File: src/logic/bpsc_pkg.sv
package bpsc_pkg;

  // ----------------------------------------------------------------
  // Timing
  // ----------------------------------------------------------------
  localparam int CLK_PERIOD_NS = 100;
  // Address bus low delay after reset is sampled, in tenths of a cycle
  localparam int ADDR_INIT_TENTHS = 25;
  localparam int ADDR_INIT_CYC = (ADDR_INIT_TENTHS + 9) / 10;
  localparam int CNT_W = 2;
  localparam logic [CNT_W-1:0] CNT_LAST = CNT_W'(ADDR_INIT_CYC - 1);
  localparam logic [CNT_W-1:0] CNT_RST = 2'h0;

  // ----------------------------------------------------------------
  // Pin positions in the shared pin vector
  // ----------------------------------------------------------------
  localparam int NPIN = 10;
  localparam int PIN_PA7 = 3;
  localparam int PIN_PB0 = 4;
  localparam int PIN_PB1 = 5;
  localparam int PIN_PB2 = 6;
  localparam int PIN_PB3 = 7;
  localparam int PIN_PB4 = 8;
  localparam int PIN_PB5 = 9;

  // ----------------------------------------------------------------
  // Modes and DRAM area codes
  // ----------------------------------------------------------------
  localparam logic [2:0] MODE_1 = 3'h1;
  localparam logic [2:0] MODE_3 = 3'h3;
  localparam logic [2:0] MODE_4 = 3'h4;
  localparam logic [2:0] MODE_5 = 3'h5;
  localparam logic [2:0] DRAM_AREA_4 = 3'h4;
  localparam logic [2:0] DRAM_AREA_5 = 3'h5;
  localparam logic [2:0] DRAM_AREA_6 = 3'h6;

  // ----------------------------------------------------------------
  // Reset values
  // ----------------------------------------------------------------
  localparam logic [4:0] SYNC_RST = 5'h18; // {hw_standby_n, reset_n, mode}

  // ----------------------------------------------------------------
  // Types
  // ----------------------------------------------------------------
  typedef enum logic [2:0] {
    ST_RUN = 3'h0,
    ST_SWSTBY = 3'h1,
    ST_RELEASE = 3'h2,
    ST_HWSTBY = 3'h3,
    ST_RESET = 3'h4
  } bpsc_state_e;

  typedef enum logic [2:0] {
    ROLE_IO = 3'h0,
    ROLE_ADDR = 3'h1,
    ROLE_SEL = 3'h2,
    ROLE_ROW = 3'h3,
    ROLE_COL = 3'h4
  } bpsc_role_e;

  typedef enum logic [2:0] {
    ACT_FLOAT = 3'h0,
    ACT_KEEP = 3'h1,
    ACT_HIGH = 3'h2,
    ACT_LOW = 3'h3,
    ACT_DRIVE = 3'h4,
    ACT_PORT = 3'h5
  } bpsc_act_e;

endpackage

File: src/logic/bpsc_pin_cell.sv
`timescale 1ns/1ps
module bpsc_pin_cell #(
  parameter int W = 1
) (
  input wire logic clk,
  input wire logic rst,
  input wire bpsc_pkg::bpsc_act_e act,
  input wire logic [W-1:0] fn_val,
  input wire logic [W-1:0] port_val,
  input wire logic [W-1:0] port_dir,
  output logic [W-1:0] pin_out,
  output logic [W-1:0] pin_oe
);

  logic [W-1:0] out_reg;
  logic [W-1:0] out_next;
  logic [W-1:0] oe_reg;
  logic [W-1:0] oe_next;

  // Next pin level and enable from the chosen action
  always_comb begin
    out_next = out_reg;
    oe_next = oe_reg;
    case (act)
      bpsc_pkg::ACT_FLOAT: begin
        oe_next = '0;
      end
      bpsc_pkg::ACT_KEEP: begin
        out_next = out_reg; // Outputs hold, inputs stay floating
        oe_next = oe_reg;
      end
      bpsc_pkg::ACT_HIGH: begin
        out_next = '1;
        oe_next = '1;
      end
      bpsc_pkg::ACT_LOW: begin
        out_next = '0;
        oe_next = '1;
      end
      bpsc_pkg::ACT_DRIVE: begin
        out_next = fn_val;
        oe_next = '1;
      end
      bpsc_pkg::ACT_PORT: begin
        out_next = port_val;
        oe_next = port_dir;
      end
      default: begin
        oe_next = '0;
      end
    endcase
  end

  // Pin registers
  always_ff @(posedge clk) begin
    if (rst) begin
      out_reg <= '0;
      oe_reg <= '0;
    end else begin
      out_reg <= out_next;
      oe_reg <= oe_next;
    end
  end

  assign pin_out = out_reg;
  assign pin_oe = oe_reg;

endmodule

File: src/logic/bpsc_top.sv
`timescale 1ns/1ps
module bpsc_top (
  input wire logic clk,
  input wire logic rst,
  input wire logic reset_n,
  input wire logic hw_standby_n,
  input wire logic [2:0] op_mode,
  input wire logic sw_standby,
  input wire logic bus_release,
  input wire logic standby_output_keep,
  input wire logic addr_bit23_port_select,
  input wire logic addr_bit22_port_select,
  input wire logic addr_bit21_port_select,
  input wire logic addr_bit20_port_select,
  input wire logic select7_enable,
  input wire logic select6_enable,
  input wire logic select5_enable,
  input wire logic select4_enable,
  input wire logic [2:0] dram_area_field,
  input wire logic column_strobe_select,
  input wire logic [23:0] addr_in,
  input wire logic [7:4] select_in_n,
  input wire logic row_strobe5,
  input wire logic row_strobe4,
  input wire logic upper_column_strobe,
  input wire logic lower_column_strobe,
  input wire logic addr_strobe_in_n,
  input wire logic read_in_n,
  input wire logic high_write_in_n,
  input wire logic low_write_in_n,
  input wire logic select0_in_n,
  input wire logic data_drive,
  input wire logic [3:0] pa_port_val,
  input wire logic [3:0] pa_port_dir,
  input wire logic [5:0] pb_port_val,
  input wire logic [5:0] pb_port_dir,
  output logic [3:0] pa_out,
  output logic [3:0] pa_oe,
  output logic [5:0] pb_out,
  output logic [5:0] pb_oe,
  output logic [19:0] addr_lo_out,
  output logic addr_lo_oe,
  output logic addr_strobe_n,
  output logic read_n,
  output logic high_write_n,
  output logic low_write_n,
  output logic strobes_oe,
  output logic select0_n,
  output logic select0_oe,
  output logic data_oe,
  output logic clk_pin_oe
);

  // ----------------------------------------------------------------
  // Input synchronisers
  // ----------------------------------------------------------------
  logic [4:0] meta_reg;
  logic [4:0] sync_reg;
  logic [2:0] mode_s;
  logic res_s;
  logic hw_s;

  // Two flops on the hardware standby, reset and mode pin inputs
  always_ff @(posedge clk) begin
    if (rst) begin
      meta_reg <= bpsc_pkg::SYNC_RST;
      sync_reg <= bpsc_pkg::SYNC_RST;
    end else begin
      meta_reg <= {hw_standby_n, reset_n, op_mode};
      sync_reg <= meta_reg;
    end
  end

  assign mode_s = sync_reg[2:0];
  assign res_s = sync_reg[3];
  assign hw_s = sync_reg[4];

  // ----------------------------------------------------------------
  // Mode decoding
  // ----------------------------------------------------------------
  logic exp_m;
  logic m14;
  logic m34;
  logic addr_m;

  // Expanded, reset-low-address and upper-address mode groups
  assign exp_m = mode_s >= bpsc_pkg::MODE_1 && mode_s <= bpsc_pkg::MODE_5;
  assign m14 = mode_s >= bpsc_pkg::MODE_1 && mode_s <= bpsc_pkg::MODE_4;
  assign m34 = mode_s == bpsc_pkg::MODE_3 || mode_s == bpsc_pkg::MODE_4;
  assign addr_m = mode_s >= bpsc_pkg::MODE_3 && mode_s <= bpsc_pkg::MODE_5;

  // ----------------------------------------------------------------
  // Pin state and reset counter
  // ----------------------------------------------------------------
  bpsc_pkg::bpsc_state_e st_reg;
  bpsc_pkg::bpsc_state_e st_next;
  logic [bpsc_pkg::CNT_W-1:0] cnt_reg;
  logic [bpsc_pkg::CNT_W-1:0] cnt_next;
  logic clk_oe_reg;
  logic clk_oe_next;
  logic data_oe_reg;
  logic data_oe_next;
  logic cnt_done;

  // State priority: hw standby, reset, sw standby, release, run
  always_comb begin
    if (!hw_s) begin
      st_next = bpsc_pkg::ST_HWSTBY;
    end else if (!res_s) begin
      st_next = bpsc_pkg::ST_RESET;
    end else if (sw_standby) begin
      st_next = bpsc_pkg::ST_SWSTBY;
    end else if (bus_release) begin
      st_next = bpsc_pkg::ST_RELEASE;
    end else begin
      st_next = bpsc_pkg::ST_RUN;
    end
    if (st_next != bpsc_pkg::ST_RESET) begin
      cnt_next = bpsc_pkg::CNT_RST;
    end else if (st_reg == bpsc_pkg::ST_RESET &&
                 cnt_reg != bpsc_pkg::CNT_LAST) begin
      cnt_next = cnt_reg + 2'h1;
    end else begin
      cnt_next = cnt_reg;
    end
    clk_oe_next = clk_oe_reg | !res_s;
    data_oe_next = st_reg == bpsc_pkg::ST_RUN && exp_m && data_drive;
  end

  // State registers
  always_ff @(posedge clk) begin
    if (rst) begin
      st_reg <= bpsc_pkg::ST_RUN;
      cnt_reg <= bpsc_pkg::CNT_RST;
      clk_oe_reg <= 1'b0;
      data_oe_reg <= 1'b0;
    end else begin
      st_reg <= st_next;
      cnt_reg <= cnt_next;
      clk_oe_reg <= clk_oe_next;
      data_oe_reg <= data_oe_next;
    end
  end

  assign cnt_done = cnt_reg == bpsc_pkg::CNT_LAST;
  assign clk_pin_oe = clk_oe_reg;
  assign data_oe = data_oe_reg;

  // ----------------------------------------------------------------
  // Action of a pin from its role and the pin state
  // ----------------------------------------------------------------
  function automatic bpsc_pkg::bpsc_act_e act_of(
    input bpsc_pkg::bpsc_role_e role,
    input bpsc_pkg::bpsc_state_e st,
    input logic keep
  );
    case (st)
      bpsc_pkg::ST_RUN:
        act_of = role == bpsc_pkg::ROLE_IO ? bpsc_pkg::ACT_PORT
                                           : bpsc_pkg::ACT_DRIVE;
      bpsc_pkg::ST_SWSTBY:
        if (role == bpsc_pkg::ROLE_IO) begin
          act_of = bpsc_pkg::ACT_KEEP;
        end else if (role == bpsc_pkg::ROLE_ADDR) begin
          act_of = keep ? bpsc_pkg::ACT_KEEP : bpsc_pkg::ACT_FLOAT;
        end else begin
          act_of = keep ? bpsc_pkg::ACT_HIGH : bpsc_pkg::ACT_FLOAT;
        end
      bpsc_pkg::ST_RELEASE:
        act_of = role == bpsc_pkg::ROLE_IO ? bpsc_pkg::ACT_KEEP
                                           : bpsc_pkg::ACT_FLOAT;
      default:
        act_of = bpsc_pkg::ACT_FLOAT;
    endcase
  endfunction

  // ----------------------------------------------------------------
  // Pin roles and function values
  // ----------------------------------------------------------------
  bpsc_pkg::bpsc_role_e role [bpsc_pkg::NPIN];
  bpsc_pkg::bpsc_act_e act [bpsc_pkg::NPIN];
  logic [bpsc_pkg::NPIN-1:0] fn_val;
  logic [bpsc_pkg::NPIN-1:0] port_val;
  logic [bpsc_pkg::NPIN-1:0] port_dir;
  logic [bpsc_pkg::NPIN-1:0] pin_out;
  logic [bpsc_pkg::NPIN-1:0] pin_oe;
  logic [2:0] a_sel;
  logic row4_m;
  logic col_m;

  assign a_sel = {addr_bit23_port_select, addr_bit22_port_select,
                  addr_bit21_port_select};
  assign row4_m = dram_area_field == bpsc_pkg::DRAM_AREA_4 ||
                  dram_area_field == bpsc_pkg::DRAM_AREA_5 ||
                  dram_area_field == bpsc_pkg::DRAM_AREA_6;
  assign col_m = |dram_area_field && !column_strobe_select;
  assign port_val = {pb_port_val, pa_port_val};
  assign port_dir = {pb_port_dir, pa_port_dir};

  // Role each shared pin plays in the current mode
  always_comb begin
    for (int i = 0; i < 3; i++) begin
      role[i] = addr_m && !a_sel[i] ? bpsc_pkg::ROLE_ADDR
                                    : bpsc_pkg::ROLE_IO;
    end
    role[bpsc_pkg::PIN_PA7] = m34 || (mode_s == bpsc_pkg::MODE_5 &&
                              !addr_bit20_port_select) ?
                              bpsc_pkg::ROLE_ADDR : bpsc_pkg::ROLE_IO;
    role[bpsc_pkg::PIN_PB0] = exp_m && select6_enable ?
                              bpsc_pkg::ROLE_SEL : bpsc_pkg::ROLE_IO;
    role[bpsc_pkg::PIN_PB1] = exp_m && select7_enable ?
                              bpsc_pkg::ROLE_SEL : bpsc_pkg::ROLE_IO;
    if (!exp_m) begin
      role[bpsc_pkg::PIN_PB2] = bpsc_pkg::ROLE_IO;
    end else if (dram_area_field == bpsc_pkg::DRAM_AREA_5) begin
      role[bpsc_pkg::PIN_PB2] = bpsc_pkg::ROLE_ROW;
    end else begin
      role[bpsc_pkg::PIN_PB2] = select5_enable ? bpsc_pkg::ROLE_SEL
                                               : bpsc_pkg::ROLE_IO;
    end
    if (!exp_m) begin
      role[bpsc_pkg::PIN_PB3] = bpsc_pkg::ROLE_IO;
    end else if (row4_m) begin
      role[bpsc_pkg::PIN_PB3] = bpsc_pkg::ROLE_ROW;
    end else begin
      role[bpsc_pkg::PIN_PB3] = select4_enable ? bpsc_pkg::ROLE_SEL
                                               : bpsc_pkg::ROLE_IO;
    end
    role[bpsc_pkg::PIN_PB4] = exp_m && col_m ? bpsc_pkg::ROLE_COL
                                             : bpsc_pkg::ROLE_IO;
    role[bpsc_pkg::PIN_PB5] = role[bpsc_pkg::PIN_PB4];
  end

  // Value driven while a pin plays its bus role
  always_comb begin
    fn_val[2:0] = addr_in[23:21];
    fn_val[bpsc_pkg::PIN_PA7] = addr_in[20];
    fn_val[bpsc_pkg::PIN_PB0] = select_in_n[6];
    fn_val[bpsc_pkg::PIN_PB1] = select_in_n[7];
    fn_val[bpsc_pkg::PIN_PB2] = role[bpsc_pkg::PIN_PB2] ==
      bpsc_pkg::ROLE_ROW ? row_strobe5 : select_in_n[5];
    fn_val[bpsc_pkg::PIN_PB3] = role[bpsc_pkg::PIN_PB3] ==
      bpsc_pkg::ROLE_ROW ? row_strobe4 : select_in_n[4];
    fn_val[bpsc_pkg::PIN_PB4] = lower_column_strobe;
    fn_val[bpsc_pkg::PIN_PB5] = upper_column_strobe;
  end

  // One cell per shared pin; reset floats them, PA7 goes low late in modes 3 and 4
  generate
    for (genvar g = 0; g < bpsc_pkg::NPIN; g++) begin : g_pin
      always_comb begin
        if (st_reg == bpsc_pkg::ST_RESET) begin
          act[g] = g == bpsc_pkg::PIN_PA7 && m34 && cnt_done ?
                   bpsc_pkg::ACT_LOW : bpsc_pkg::ACT_FLOAT;
        end else begin
          act[g] = act_of(role[g], st_reg, standby_output_keep);
        end
      end
      bpsc_pin_cell #(.W(1)) u_cell (
        .clk(clk),
        .rst(rst),
        .act(act[g]),
        .fn_val(fn_val[g]),
        .port_val(port_val[g]),
        .port_dir(port_dir[g]),
        .pin_out(pin_out[g]),
        .pin_oe(pin_oe[g])
      );
    end
  endgenerate

  assign pa_out = pin_out[3:0];
  assign pa_oe = pin_oe[3:0];
  assign pb_out = pin_out[9:4];
  assign pb_oe = pin_oe[9:4];

  // ----------------------------------------------------------------
  // Low address bus and bus strobes
  // ----------------------------------------------------------------
  bpsc_pkg::bpsc_act_e lo_act;
  bpsc_pkg::bpsc_act_e stb_act;
  bpsc_pkg::bpsc_act_e cs0_act;
  bpsc_pkg::bpsc_role_e bus_role;
  bpsc_pkg::bpsc_role_e cs0_role;
  logic [3:0] stb_out;
  logic [3:0] stb_oe;

  // Reset: strobes high in expanded modes, low address waits for the counter in modes 1 to 4
  always_comb begin
    bus_role = exp_m ? bpsc_pkg::ROLE_SEL : bpsc_pkg::ROLE_IO;
    cs0_role = m14 ? bpsc_pkg::ROLE_SEL : bpsc_pkg::ROLE_IO;
    if (st_reg == bpsc_pkg::ST_RESET) begin
      lo_act = m14 && cnt_done ? bpsc_pkg::ACT_LOW
                               : bpsc_pkg::ACT_FLOAT;
      stb_act = exp_m ? bpsc_pkg::ACT_HIGH : bpsc_pkg::ACT_FLOAT;
      cs0_act = m14 ? bpsc_pkg::ACT_HIGH : bpsc_pkg::ACT_FLOAT;
    end else begin
      lo_act = act_of(exp_m ? bpsc_pkg::ROLE_ADDR : bpsc_pkg::ROLE_IO,
                      st_reg, standby_output_keep);
      stb_act = act_of(bus_role, st_reg, standby_output_keep);
      cs0_act = act_of(cs0_role, st_reg, standby_output_keep);
    end
  end

  bpsc_pin_cell #(.W(20)) u_addr_lo (
    .clk(clk),
    .rst(rst),
    .act(lo_act),
    .fn_val(addr_in[19:0]),
    .port_val(20'h00000),
    .port_dir(20'h00000),
    .pin_out(addr_lo_out),
    .pin_oe()
  );

  // Whole low bus shares one enable, taken from a separate one-bit cell
  bpsc_pin_cell #(.W(1)) u_addr_lo_oe (
    .clk(clk),
    .rst(rst),
    .act(lo_act),
    .fn_val(1'b1),
    .port_val(1'b0),
    .port_dir(1'b0),
    .pin_out(),
    .pin_oe(addr_lo_oe)
  );

  bpsc_pin_cell #(.W(4)) u_strobes (
    .clk(clk),
    .rst(rst),
    .act(stb_act),
    .fn_val({addr_strobe_in_n, read_in_n, high_write_in_n,
             low_write_in_n}),
    .port_val(4'h0),
    .port_dir(4'h0),
    .pin_out(stb_out),
    .pin_oe(stb_oe)
  );

  bpsc_pin_cell #(.W(1)) u_select0 (
    .clk(clk),
    .rst(rst),
    .act(cs0_act),
    .fn_val(select0_in_n),
    .port_val(1'b0),
    .port_dir(1'b0),
    .pin_out(select0_n),
    .pin_oe(select0_oe)
  );

  assign {addr_strobe_n, read_n, high_write_n, low_write_n} = stb_out;
  assign strobes_oe = stb_oe[3];
endmodule

File: config.mk
export PLATFORM = sky130hd
export DESIGN_NAME = bpsc_top
export DESIGN_NICKNAME = d
export VERILOG_FILES = /design/src/logic/bpsc_pkg.sv /design/src/logic/bpsc_pin_cell.sv /design/src/logic/bpsc_top.sv
export SDC_FILE = /design/constraint.sdc
export NUM_CORES = 1
export LEC_CHECK = 0
export ABC_CLOCK_PERIOD_IN_PS = 3400
export BUFFER_PORTS_ARGS = -buffer_cell sky130_fd_sc_hd__clkbuf_2
export CORE_ASPECT_RATIO = 1.4
export CORE_UTILIZATION = 50
export CTS_CLUSTER_DIAMETER = 200
export DETAILED_ROUTE_END_ITERATION = 8
export PLACE_DENSITY_LB_ADDON = 0.25
export SLEW_MARGIN = 20
export SYNTH_ARGS = -nofsm -noshare
export SYNTH_HDL_FRONTEND = slang
export SYNTH_SLANG_ARGS = --single-unit
export TNS_END_PERCENT = 100
File: constraint.sdc
create_clock -name clk -period 3.4 [get_ports clk]
set_input_delay 0.68 -clock clk [delete_from_list [all_inputs] [get_ports clk]]
set_output_delay 0.68 -clock clk [all_outputs]
set_load 0.01 [all_outputs]
# ---- After elaboration in Yosys (flattened, before gate mapping)
# Cells that the tools add are included.
# Widths: inputs -> output; s select.
dict set report word_totals {
  register_bits 68
  output_inout_bits 50
  elab_cells 316
}
dict set report classes {
  n_reduce_logical 68
  bitwise 1
  eq_ne 86
  addsub 1
  mux 124
  magnitude_cmp 4
}
# op n
set ops {}
lappend ops {{$pmux 3 s3} 12}
lappend ops {{$eq 3x3->1 const B} 30}
lappend ops {{$eq 3x2->1 const B} 28}
lappend ops {{$mux 2} 39}
lappend ops {{$pmux 20 s3} 1}
lappend ops {{$eq 3x1->1 const B} 16}
lappend ops {{$mux 3} 15}
lappend ops {{$pmux 1 s4} 10}
lappend ops {{$logic_not 3->1} 13}
lappend ops {{$reduce_or 3->1} 13}
lappend ops {{$reduce_bool 4->1} 9}
lappend ops {{$pmux 1 s3} 11}
lappend ops {{$mux 1} 32}
lappend ops {{$logic_and 1x1->1} 16}
lappend ops {{$pmux 4 s3} 1}
lappend ops {{$reduce_bool 3->1} 3}
lappend ops {{$eq 2x1->1 const B} 4}
lappend ops {{$pmux 4 s2} 1}
lappend ops {{$reduce_or 2->1} 4}
lappend ops {{$le 3x3->1 const B} 2}
lappend ops {{$logic_not 1->1} 6}
lappend ops {{$eq 1x1->1 const B} 5}
lappend ops {{$logic_or 1x1->1} 4}
lappend ops {{$pmux 1 s2} 2}
lappend ops {{other kinds (7)} 7}

# ---- Longest topological paths before layout
# Gate-level depths: netlist of the first run.
dict set report logic_depth {
  ltp_word 13
  ltp_mapped 9
  mapped_depth_nobuf 9
}

# ---- By module
# Synthesis of the first run repeated with hierarchy kept, for this count alone.
dict set report hier_totals {
  hier_cells 516
  area_unflattened_um2 4535.6
}
# mod area_per_inst_um2 seq_area_each_um2 n_inst cells_per_inst
set modules_own_cells {}
lappend modules_own_cells {{bpsc_pin_cell (u_addr_lo)} 1839.3 800.8 1 206}
lappend modules_own_cells {{bpsc_pin_cell (g_pin[0].u_cell ...)} 111.4 40.0 12 13}
lappend modules_own_cells {bpsc_top 914.6 340.3 1 105}
lappend modules_own_cells {{bpsc_pin_cell (u_strobes)} 445.4 160.2 1 49}

# ---- Worst setup path before layout of the first run
# Ideal clock, no wire load.
dict set report synth_timing {
  path_type {input -> register}
  startpoint {input port dram_area_field[2]}
  endpoint {register g_pin[8].u_cell.out_reg}
  setup_time_ps 128
  slack_ps 1506
  t_arrival_ps 1767
  n_path_buf 0
  required_ps 3272
  stages 5
  path_cell_list {nor3_1 -> a2111oi_2 -> mux2_2 -> o22ai_1 -> nor2_1}
}
dict set report synth_between {
  elab_chain_len 11
}
# element line
set synth_rtl {}
lappend synth_rtl {{from (decl)} bpsc_top.sv:19} ;# input wire logic [2:0] dram_area_field,
lappend synth_rtl {{$reduce_or 3->1 (*)} bpsc_top.sv:196} ;# assign col_m = |dram_area_field && !column_strobe_select;
lappend synth_rtl {{$logic_and 1x1->1 (*)} bpsc_top.sv:196}
lappend synth_rtl {{$logic_and 1x1->1 (*)} bpsc_top.sv:229} ;# role[bpsc_pkg::PIN_PB4] = exp_m && col_m ? bpsc_pkg::ROLE_COL
lappend synth_rtl {{$mux 3 (*)} bpsc_top.sv:229}
lappend synth_rtl {{$eq 3x1->1} bpsc_top.sv:164} ;# end else if (role == bpsc_pkg::ROLE_ADDR) begin
lappend synth_rtl {{$mux 2} bpsc_top.sv:164}
lappend synth_rtl {{$mux 2} bpsc_top.sv:162} ;# if (role == bpsc_pkg::ROLE_IO) begin
lappend synth_rtl {{$pmux 3 s3 (*)} bpsc_top.sv:157} ;# case (st)
lappend synth_rtl {{$mux 3 (*)} bpsc_top.sv:252} ;# if (st_reg == bpsc_pkg::ST_RESET) begin
lappend synth_rtl {{$eq 3x3->1 / $eq 3x2->1 (equally long branches)} bpsc_pin_cell.sv:24} ;# case (act)
lappend synth_rtl {{$pmux 1 s4 / $reduce_bool 4->1 (equally long branches)} n/a}
lappend synth_rtl {{to (signal assigned)} bpsc_pin_cell.sv:60} ;# out_reg <= out_next;
lappend synth_rtl {{to (decl)} bpsc_pin_cell.sv:15} ;# logic [W-1:0] out_reg;
# Mark *: on every way between the ends. The rest lies on a longest branch, timed or not.
# A chain may end at the register's enable or synchronous reset.

# ---- Worst setup path after layout of the first run
dict set report layout_timing {
  startpoint {register st_reg[2]}
  endpoint {register g_pin[3].u_cell.out_reg}
}
dict set report layout_between {
  elab_chain_len 5
}
# element line
set layout_rtl {}
lappend layout_rtl {{from (decl)} bpsc_top.sv:95} ;# bpsc_pkg::bpsc_state_e st_reg;
lappend layout_rtl {{from (signal assigned)} bpsc_top.sv:133} ;# st_reg <= bpsc_pkg::ST_RUN;
lappend layout_rtl {{from (signal assigned)} bpsc_top.sv:138} ;# st_reg <= st_next;
lappend layout_rtl {{$eq 3x2->1 (tied with other cells)} bpsc_top.sv:157}
lappend layout_rtl {{$pmux 3 s3} bpsc_top.sv:157}
lappend layout_rtl {{$mux 3 (*)} bpsc_top.sv:252}
lappend layout_rtl {{$eq 3x3->1 / $eq 3x2->1 (equally long branches)} bpsc_pin_cell.sv:24}
lappend layout_rtl {{$pmux 1 s4 / $reduce_bool 4->1 (equally long branches)} n/a}
lappend layout_rtl {{to (signal assigned)} bpsc_pin_cell.sv:60}
lappend layout_rtl {{to (decl)} bpsc_pin_cell.sv:15}
# Marks and branches as above.

==> results by stage, run 1 <==
Setup path:
- The kind of start point of the critical path is a register.
- At the worst endpoint, the required time is 3640 ps.
- The largest single stage delay on the critical path is 560 ps.
- Along the worst path, the maximum fanout reaches 23.
- The slowest stage of the critical path is the sky130_fd_sc_hd__inv_1 cell.
- The critical path goes through nor3_2 -> buf_4 -> inv_1 -> ha_1 -> a211o_1 -> a21oi_1.
- The worst register-to-register path begins at st_reg[2].
- Data on the critical path arrives at its endpoint at 2460 ps.
- The first element of the critical path is st_reg[2].
- The worst setup path is captured at a register.
- The type of the setup path with the least slack is reg -> reg.

Job:
- The max-cap violation count is 0.

Synthesis:
- The cell area that synthesis handed to floorplanning was 2860 um^2.
- The yosys synthesis warning count is 0.
- After synthesis, the most frequently instantiated cells are 65 x sky130_fd_sc_hd__dfxtp_1, 44 x sky130_fd_sc_hd__nor2_1, 25 x sky130_fd_sc_hd__a21oi_1.
- Each instance of the synthesized netlist takes up on average 8.71 um^2.
- Summed over its instances, the top area cell type makes up 45.6% of the synthesized netlist area.
- Counting flops with an async set or reset pin after synthesis yields a share of 0%.
- The cell accounting for the most synthesized area is sky130_fd_sc_hd__dfxtp_1.
- After synthesis, the cell types taking the most area are sky130_fd_sc_hd__dfxtp_1 46%, sky130_fd_sc_hd__nor2_1 5.8%, sky130_fd_sc_hd__a22oi_1 5.5%, sky130_fd_sc_hd__buf_4 5.3%, sky130_fd_sc_hd__a21oi_1 4.4%.
- In this run, synthesis inferred 0 flip-flops with an integrated enable.
- When the netlist entered floorplanning its net count stood at 410.
- The cell count after synthesis came out at 328.
- The number of synthesized register bits is 65.
- The fraction of the yosys area taken by sequential cells is 45.6%.
- The dominant synthesized flop cell is sky130_fd_sc_hd__dfxtp_1.
- The number of distinct library cell variants in the gate-level netlist after synthesis is between 40 and 50.
- Yosys instantiated no cell more often than sky130_fd_sc_hd__dfxtp_1.

Detailed routing:
- For this run, the detailed router's first-pass iteration total came to 4.
- The routed layout has 2712 vias.
- The via density per instance is 5.35.
- The routed length per instance is about 13 um.
- After detailed routing, the number of remaining DRC violations is 0.
- The count of nets left with antenna violations after detail routing is 0.
- In this run, the number of DRC markers left after iteration 0 of detailed routing was 127.
- The overall routed net length is 6620 um.

GRT:
- Entering global routing, the biggest net connects 53 pins.
- After global routing the overflow that remains totals 0.
- The via count of the first global-routing pass is 2401.
- The initial antenna violation count came to 0.
- Global routing consumed, over all layers together, a little under a quarter of the routing resources.
- The first global-routing pass estimated 10600 um of wire.

Outcome:
- The run finished with clean final reports.

Clock network:
- Clock-pin slew was measured on the worst setup and hold paths at approximately 70 ps.
- The tree is rooted in a sky130_fd_sc_hd__clkbuf_8.
- The number of setup buffers added after CTS is 0.
- Clock tree synthesis inserted a total of 9 buffers.
- Clock latency on the worst-skew pair, taken at its later pin, is 340 ps.
- The number of gates resized after CTS was 0.
- Clock tree synthesis found a total of 65 sinks.
- TritonCTS built the clock tree.
- In this run the deepest clock path goes through 2 buffers.
- The number of hold-repair buffers added at the cts stage is 0.
- The H-tree generated during clock tree synthesis spans 3 levels.

Timing:
- The count of final max-slew check failures came to 0.
- On the final layout, the worst clock skew is between 10 and 15 ps.
- The shortest clock period the worst path allows after layout is ~2200 ps.
- Setup repair after global routing left no endpoint under its margin.
- The share of the clock period used by the worst path is 65.1%.
- Setup violations remaining at the end of the flow were counted as 0.
- The final sum of negative setup slack is 0 ps.
- The worst relative slew slack is between 30% and 40%.
- The upper clock frequency limit is 0.452 GHz.
- The number of hold-slack violations in the final timing report is 0.
- The slew at the pin closest to its max-slew limit is 1010 ps.

Hold path:
- The hold path startpoint is meta_reg[3].
- The class of the most critical hold timing path is reg -> reg.

Floorplan:
- Measured along the y axis, the die boundary spans 91.4 um.
- The standard cell core area is 5530 um^2.
- The die is approximately 66 um wide.
- The floorplan step defined a die boundary enclosing 6020 um^2.
- During I/O placement, the number of pins put on the boundary was 130.
- Once the floorplan was initialized, standard cells occupied 51.7% of the core.
- After floorplanning, the core was divided into 32 placement rows.

Power:
- For this design the static power due to leakage is 1.65 nW.
- The cell area power density is just under 500 nW/um^2.
- IR analysis of the VDD net gives a maximum drop of 0.298 mV.

Final layout:
- The count of nets after finishing is about 520.
- For this run, the share of the core covered by cells in the final layout is 64.6%.
- The proportion of layout cells with a drive suffix above 1 is 36.9%.
- The flip-flop count of the largest register, all copies and words added is 20.
- The area growth from synthesis to layout is 24.9%.
- The number of antenna diodes in the final layout is 0.

Place:
- At the end of routability-driven placement, the weighted congestion stood at between 0.7 and 0.8.
- In this run the tool buffered the top-level ports with 129 buffer cells.
- The placed wire-length estimate after detailed placement is 4870 um.
==> critical path, delay by kind of cell, from the launching register on <==
kind                       cells  cell delay, ps
adders and majority gates      1             370
DFF                            1             550
and+or+nand+nor                1              60
AOI/OAI and AO/OA              2             380
buffers and inverters          2             770
==> metrics by stage <==
step	hold slack, ps	instance area, um^2	total power [mW]	instances	worst slack, ps
after floorplan	389	2860	1.07	328	1510
after global placement	390	3400	1.16	491	1280
after detailed placement	397	3400	1.16	491	1210
after CTS	414	3570	1.74	507	1200
after global routing	430	3570	1.81	507	1050
final	410	3570	1.72	507	1190
==> final timing paths <==
path | end | slack (ps) | cells past startpoint
worst min register to register | sync_reg[3] | 410 | 1
worst min-delay path | sync_reg[3] | 410 | 1
worst max register to register | g_pin[3].u_cell.pin_out | 1190 | 6
worst max-delay path | g_pin[3].u_cell.pin_out | 1190 | 6
==> layout make-up <==
class | count | area, um^2
clock buffers | 11 | 141
clock inverters | 5 | 31.3
fillers | 495 | 1960
inverters | 6 | 22.5
multi-input cells | 218 | 1300
flip-flops and latches | 65 | 1300
well taps | 68 | 85.1
repair buffers | 134 | 683
==> placed cells by master, fill, tap and decap left out, types with 3 or more instances in the layout <==
cell type / instances
sky130_fd_sc_hd__a211oi_1: 3
sky130_fd_sc_hd__a21o_1: 3
sky130_fd_sc_hd__a21oi_1: 25
sky130_fd_sc_hd__a221oi_1: 3
sky130_fd_sc_hd__a22oi_1: 21
sky130_fd_sc_hd__a311oi_1: 3
sky130_fd_sc_hd__a31oi_1: 3
sky130_fd_sc_hd__and3b_1: 4
sky130_fd_sc_hd__buf_4: 5
sky130_fd_sc_hd__clkbuf_2: 129
sky130_fd_sc_hd__clkbuf_8: 10
sky130_fd_sc_hd__clkinv_2: 3
sky130_fd_sc_hd__dfxtp_1: 65
sky130_fd_sc_hd__inv_1: 6
sky130_fd_sc_hd__nand2_1: 20
sky130_fd_sc_hd__nand3_1: 8
sky130_fd_sc_hd__nand3b_1: 4
sky130_fd_sc_hd__nor2_1: 44
sky130_fd_sc_hd__nor2b_1: 9
sky130_fd_sc_hd__nor3_1: 15
sky130_fd_sc_hd__o211ai_1: 3
sky130_fd_sc_hd__o21ai_0: 6
sky130_fd_sc_hd__o21ai_1: 5
sky130_fd_sc_hd__o22ai_1: 3
sky130_fd_sc_hd__or2_2: 4
sky130_fd_sc_hd__or3_1: 3
==> metal layers <==
layer	share of wire [%]	track usage (%)	up-vias
met5	0	0	-
met4	1.8	10.1	0
met3	7.5	6.28	12
met2	48	37.6	111
met1	42	26.4	1226
li1	-	-	1363
==> kinds of logic (layout without fill, tap and decap cells) <==
| family | count (synthesis) | in the layout | synth area share (%) |
|---|---|---|---|
| AOI/OAI and AO/OA | 90 | 90 | 21.9 |
| xor gates and xnor gates | 2 | 2 | 0.613 |
| and+or+nand+nor | 120 | 120 | 20.6 |
| muxes | 4 | 4 | 1.49 |
| adders and majority gates | 2 | 2 | 0.876 |
| buffers and inverters | 45 | 156 | 8.98 |
| DFF | 65 | 65 | 45.6 |
==> where the power goes <==
| group | switching [mW] | internal, mW |
|---|---|---|
| Combinational | 0.168 | 0.136 |
| Sequential | 0.0309 | 0.812 |
| Clock | 0.293 | 0.282 |
Note: power is estimated with default switching activity, not from simulation.
==> run 2, diff against run 1 <==
--- a/config.mk
+++ b/config.mk
@@ -5,10 +5,10 @@
 export SDC_FILE = /design/constraint.sdc
 export NUM_CORES = 1
 export LEC_CHECK = 0
-export ABC_CLOCK_PERIOD_IN_PS = 3400
+export ABC_CLOCK_PERIOD_IN_PS = 1880
 export BUFFER_PORTS_ARGS = -buffer_cell sky130_fd_sc_hd__clkbuf_2
 export CORE_ASPECT_RATIO = 1.4
-export CORE_UTILIZATION = 50
+export CORE_UTILIZATION = 42
 export CTS_CLUSTER_DIAMETER = 200
 export DETAILED_ROUTE_END_ITERATION = 8
 export PLACE_DENSITY_LB_ADDON = 0.25
==> constraint.sdc (replaced) <==
create_clock -name clk -period 1.88 [get_ports clk]
set_input_delay 0.376 -clock clk [delete_from_list [all_inputs] [get_ports clk]]
set_output_delay 0.376 -clock clk [all_outputs]
set_load 0.01 [all_outputs]
==> run 2 against run 1 <==
Against the previous run: clock skew is 3.9 ps lower; power grew 95%; cell area increased by 3.5%; sequential power increased by 80%; clock-buffer cell count shrank 1; fmax up 29%; largest cell class unchanged; cell count grew 2.6%; utilization shrank 8.4 points; global-route usage is 3.0 points lower; register-to-register slack worse by 1000 ps; first-iteration DRC count down 19%; combinational power increased by 90%.
==> results by stage, run 2 (synthesized netlist as in run 1, its figures left out) <==
Timing:
- The number of setup violations in the final report is 0 (unchanged).
- The largest clock skew in the final design is 7.88 ps (-3.88 ps).
- The number of hold-slack violations in the final timing report is 0 (unchanged).
- The count of final max-slew check failures is 0 (unchanged).
- The upper clock frequency limit is 0.584 GHz (+29%).
- The share of the clock period used by the worst path is 91.0% (+26 points).
- The slew at the pin closest to its max-slew limit is 645 ps (-364 ps).
- Setup repair after global routing left no endpoint under its margin.
- The worst relative slew slack was 56.7% (+24 points).
- The shortest clock period the worst path allows after layout is 1710 ps (-502 ps).
- The final sum of negative setup slack came to 0 ps (unchanged).

Power:
- The net switching power of the design came to 0.884 mW (+80%).
- The overall power of the completed layout came to 3.36 mW (+95%).
- The internal power of the cells is 2.47 mW (+100%).
- The net switching share of the total power is 26.3% (-2.2 points).
- The worst supply voltage drop on vdd is 0.596 mV (+100%).
- The sequential share of power is 45.3% (-3.7 points).
- The clock share of power came to 37.5% (+4.1 points).
- The cell area power density is 909 nW/um^2 (+88%).
- The static leakage was 1.71 nW (+3.6%).
- The share of power burned in combinational logic is 17.1% (-0.5 points).

Detailed routing:
- The number of optimization iterations in the first detailed-route pass came to 4 (unchanged).
- The routed length per instance came to 13.2 um (+1.2%).
- The DRC violations left is 0 (unchanged).
- The overall routed net length is 6870 um (+3.8%).
- The violation count after the first detailed-route iteration came to 103 (-19%).
- The number of vias after detailed routing is 2728 (+0.59%).
- The via density per instance is 5.25 (-1.9%).
- The count of nets left with antenna violations after detail routing is 0 (unchanged).

Final layout:
- The number of antenna cells inserted came to 0 (unchanged).
- The count of nets after finishing is 523 (+1.4%).
- The area growth from synthesis to layout is 29.3%.
- Leaving out fill and tap cells, the most frequent cell in the layout is sky130_fd_sc_hd__clkbuf_2.
- In the layout the commonest cells are 129 x sky130_fd_sc_hd__clkbuf_2, 65 x sky130_fd_sc_hd__dfxtp_1, 44 x sky130_fd_sc_hd__nor2_1.
- The flip-flop count of the largest register, all copies and words added is 20 (unchanged).
- The fill cell total of the finished layout is 611 (+23%).
- The proportion of layout cells with a drive suffix above 1 is 38.1% (+1.2 points).

Setup path:
- The worst setup path is launched from a register.
- The stage delay of the slowest cell on the critical path is 520 ps (-40 ps).
- The kind of cell adding the most delay to the critical path is simple AND/OR/NAND/NOR gates.
- The worst setup path is captured at a register.
- The setup path with the least slack is of type reg -> reg.
- The arrival time of the worst setup path was 1940 ps (-520 ps).
- The critical path's slowest cell is sky130_fd_sc_hd__dfxtp_1.
- The combined buffer and inverter count along the critical path is 0 (-2).
- The required time of the critical path was 2110 ps (-1530 ps).
- The peak fanout along the critical path is 9 (-61%).
- The critical path goes through and3b_1 -> a21oi_1 -> nor2b_1 -> ha_1 -> a21oi_1 -> o21a_1 -> nand3_1 -> and3b_1.

Clock network:
- TritonCTS built the clock tree.
- The number of sinks on the clock net is 65 (unchanged).
- The number of hold-repair buffers added at the cts stage is 0 (unchanged).
- The clock tree buffer depth is 2 (unchanged).
- The clock slew at the register clock pins of the worst setup and hold paths was 70 ps (about the same).
- The number of buffers inserted during clock tree synthesis came to 9 (unchanged).
- The number of setup buffers added after CTS is 0 (unchanged).
- The number of H-tree levels was 3 (unchanged).
- The source-to-sink clock delay at the later pin of the worst-skew pair is 330 ps (about the same).
- The post-CTS resize count is 0 (unchanged).
- CTS placed an instance of sky130_fd_sc_hd__clkbuf_8 at the clock tree root.

GRT:
- The overall track demand over capacity in global routing is 19.7% (-3.0 points).
- The via count of the first global-routing pass is 2524 (+5.1%).
- The first-pass GRT wire length is 11000 um (+4.0%).
- The initial antenna violation count is 0 (unchanged).
- The total grt overflow was 0 (unchanged).
- The largest net degree at the start of global routing was 30 (-43%).

Place:
- The count of buffers from port buffering was 129 (unchanged).
- The final estimated routing congestion in global placement came to 0.791 (-1.1%).
- The placed wire-length estimate after detailed placement is 5180 um (+6.3%).

Floorplan:
- The die width came to 71.7 um (+8.8%).
- The standard cell core area is 6570 um^2 (+19%).
- The number of top-level design ports is 130 (unchanged).
- The cell row count is 35 (+9.4%).
- The full die area was 7140 um^2 (+19%).
- The initial cell density of the core was 43.5% (-8.2 points).
- The height of the die is 99.6 um (+8.9%).

Hold path:
- The class of the most critical hold timing path is in -> reg.

Outcome:
- The flow ran to the end, and the final reports show no timing, DRC or antenna violations.

Job:
- The max-cap violation count came to 0 (unchanged).
[run 2: cell types whose count changed in the layout (fill, tap and decap cells not counted), sizes merged]
cell / previous run / this run
clkinv: 4 / 3
buf: 5 / 12
clkbuf: 140 / 139
bufinv: 0 / 2
[run 2: routing by layer]
layer	part of all wire, %	GRT usage (%)
met2	50	34.8
met3	5.8	4.36
met4	2.7	11.0
met1	41	21.4
met5	0	0
[run 2: area by class of cell]
type / count / area (um^2) / share of cell area (%)
timing repair buffer: 141 / 748 / 20.3
multi-input combinational: 218 / 1320 / 35.7
clock inverter: 6 / 82.6 / 2.24
inverter: 6 / 22.5 / 0.610
tap: 74 / 92.6 / 2.51
sequential: 65 / 1300 / 35.2
clock buffer: 10 / 128 / 3.46
[run 2: path summary, 6_finish.rpt]
path | startpoint | endpoint | slack, ps | cells past startpoint
max reg2reg | sync_reg[2] | g_pin[3].u_cell.pin_oe | 170 | 8
min | hw_standby_n | meta_reg[4] | 220 | 2
min reg2reg | meta_reg[3] | sync_reg[3] | 410 | 1
max | sync_reg[2] | g_pin[3].u_cell.pin_oe | 170 | 8
[run 2: through the flow]
step | worst slack (ps) | hold slack, ps | std cells | cell area, um^2 | utilization (%)
finish | 168 | 217 | 520 | 3690 | 56.2
global placement | 92.0 | 393 | 504 | 3470 | 52.8
detailed placement | 46.9 | 395 | 504 | 3470 | 52.8
global route | 25.4 | 214 | 520 | 3690 | 56.2
CTS | 75.3 | 207 | 520 | 3680 | 56.0
floorplan | 193 | 389 | 328 | 2860 | -
[run 2: power by group through the flow]
| stage | logic [mW] | registers [mW] | clock network [mW] |
|---|---|---|---|
| 5_1_grt | 0.643 | 1.53 | 1.35 |
| 3_5_place_dp | 0.574 | 1.55 | 0 |
| 3_3_place_gp | 0.567 | 1.55 | 0 |
| 6_report | 0.575 | 1.52 | 1.26 |
| 4_1_cts | 0.577 | 1.52 | 1.28 |
| 2_1_floorplan | 0.370 | 1.56 | 0 |
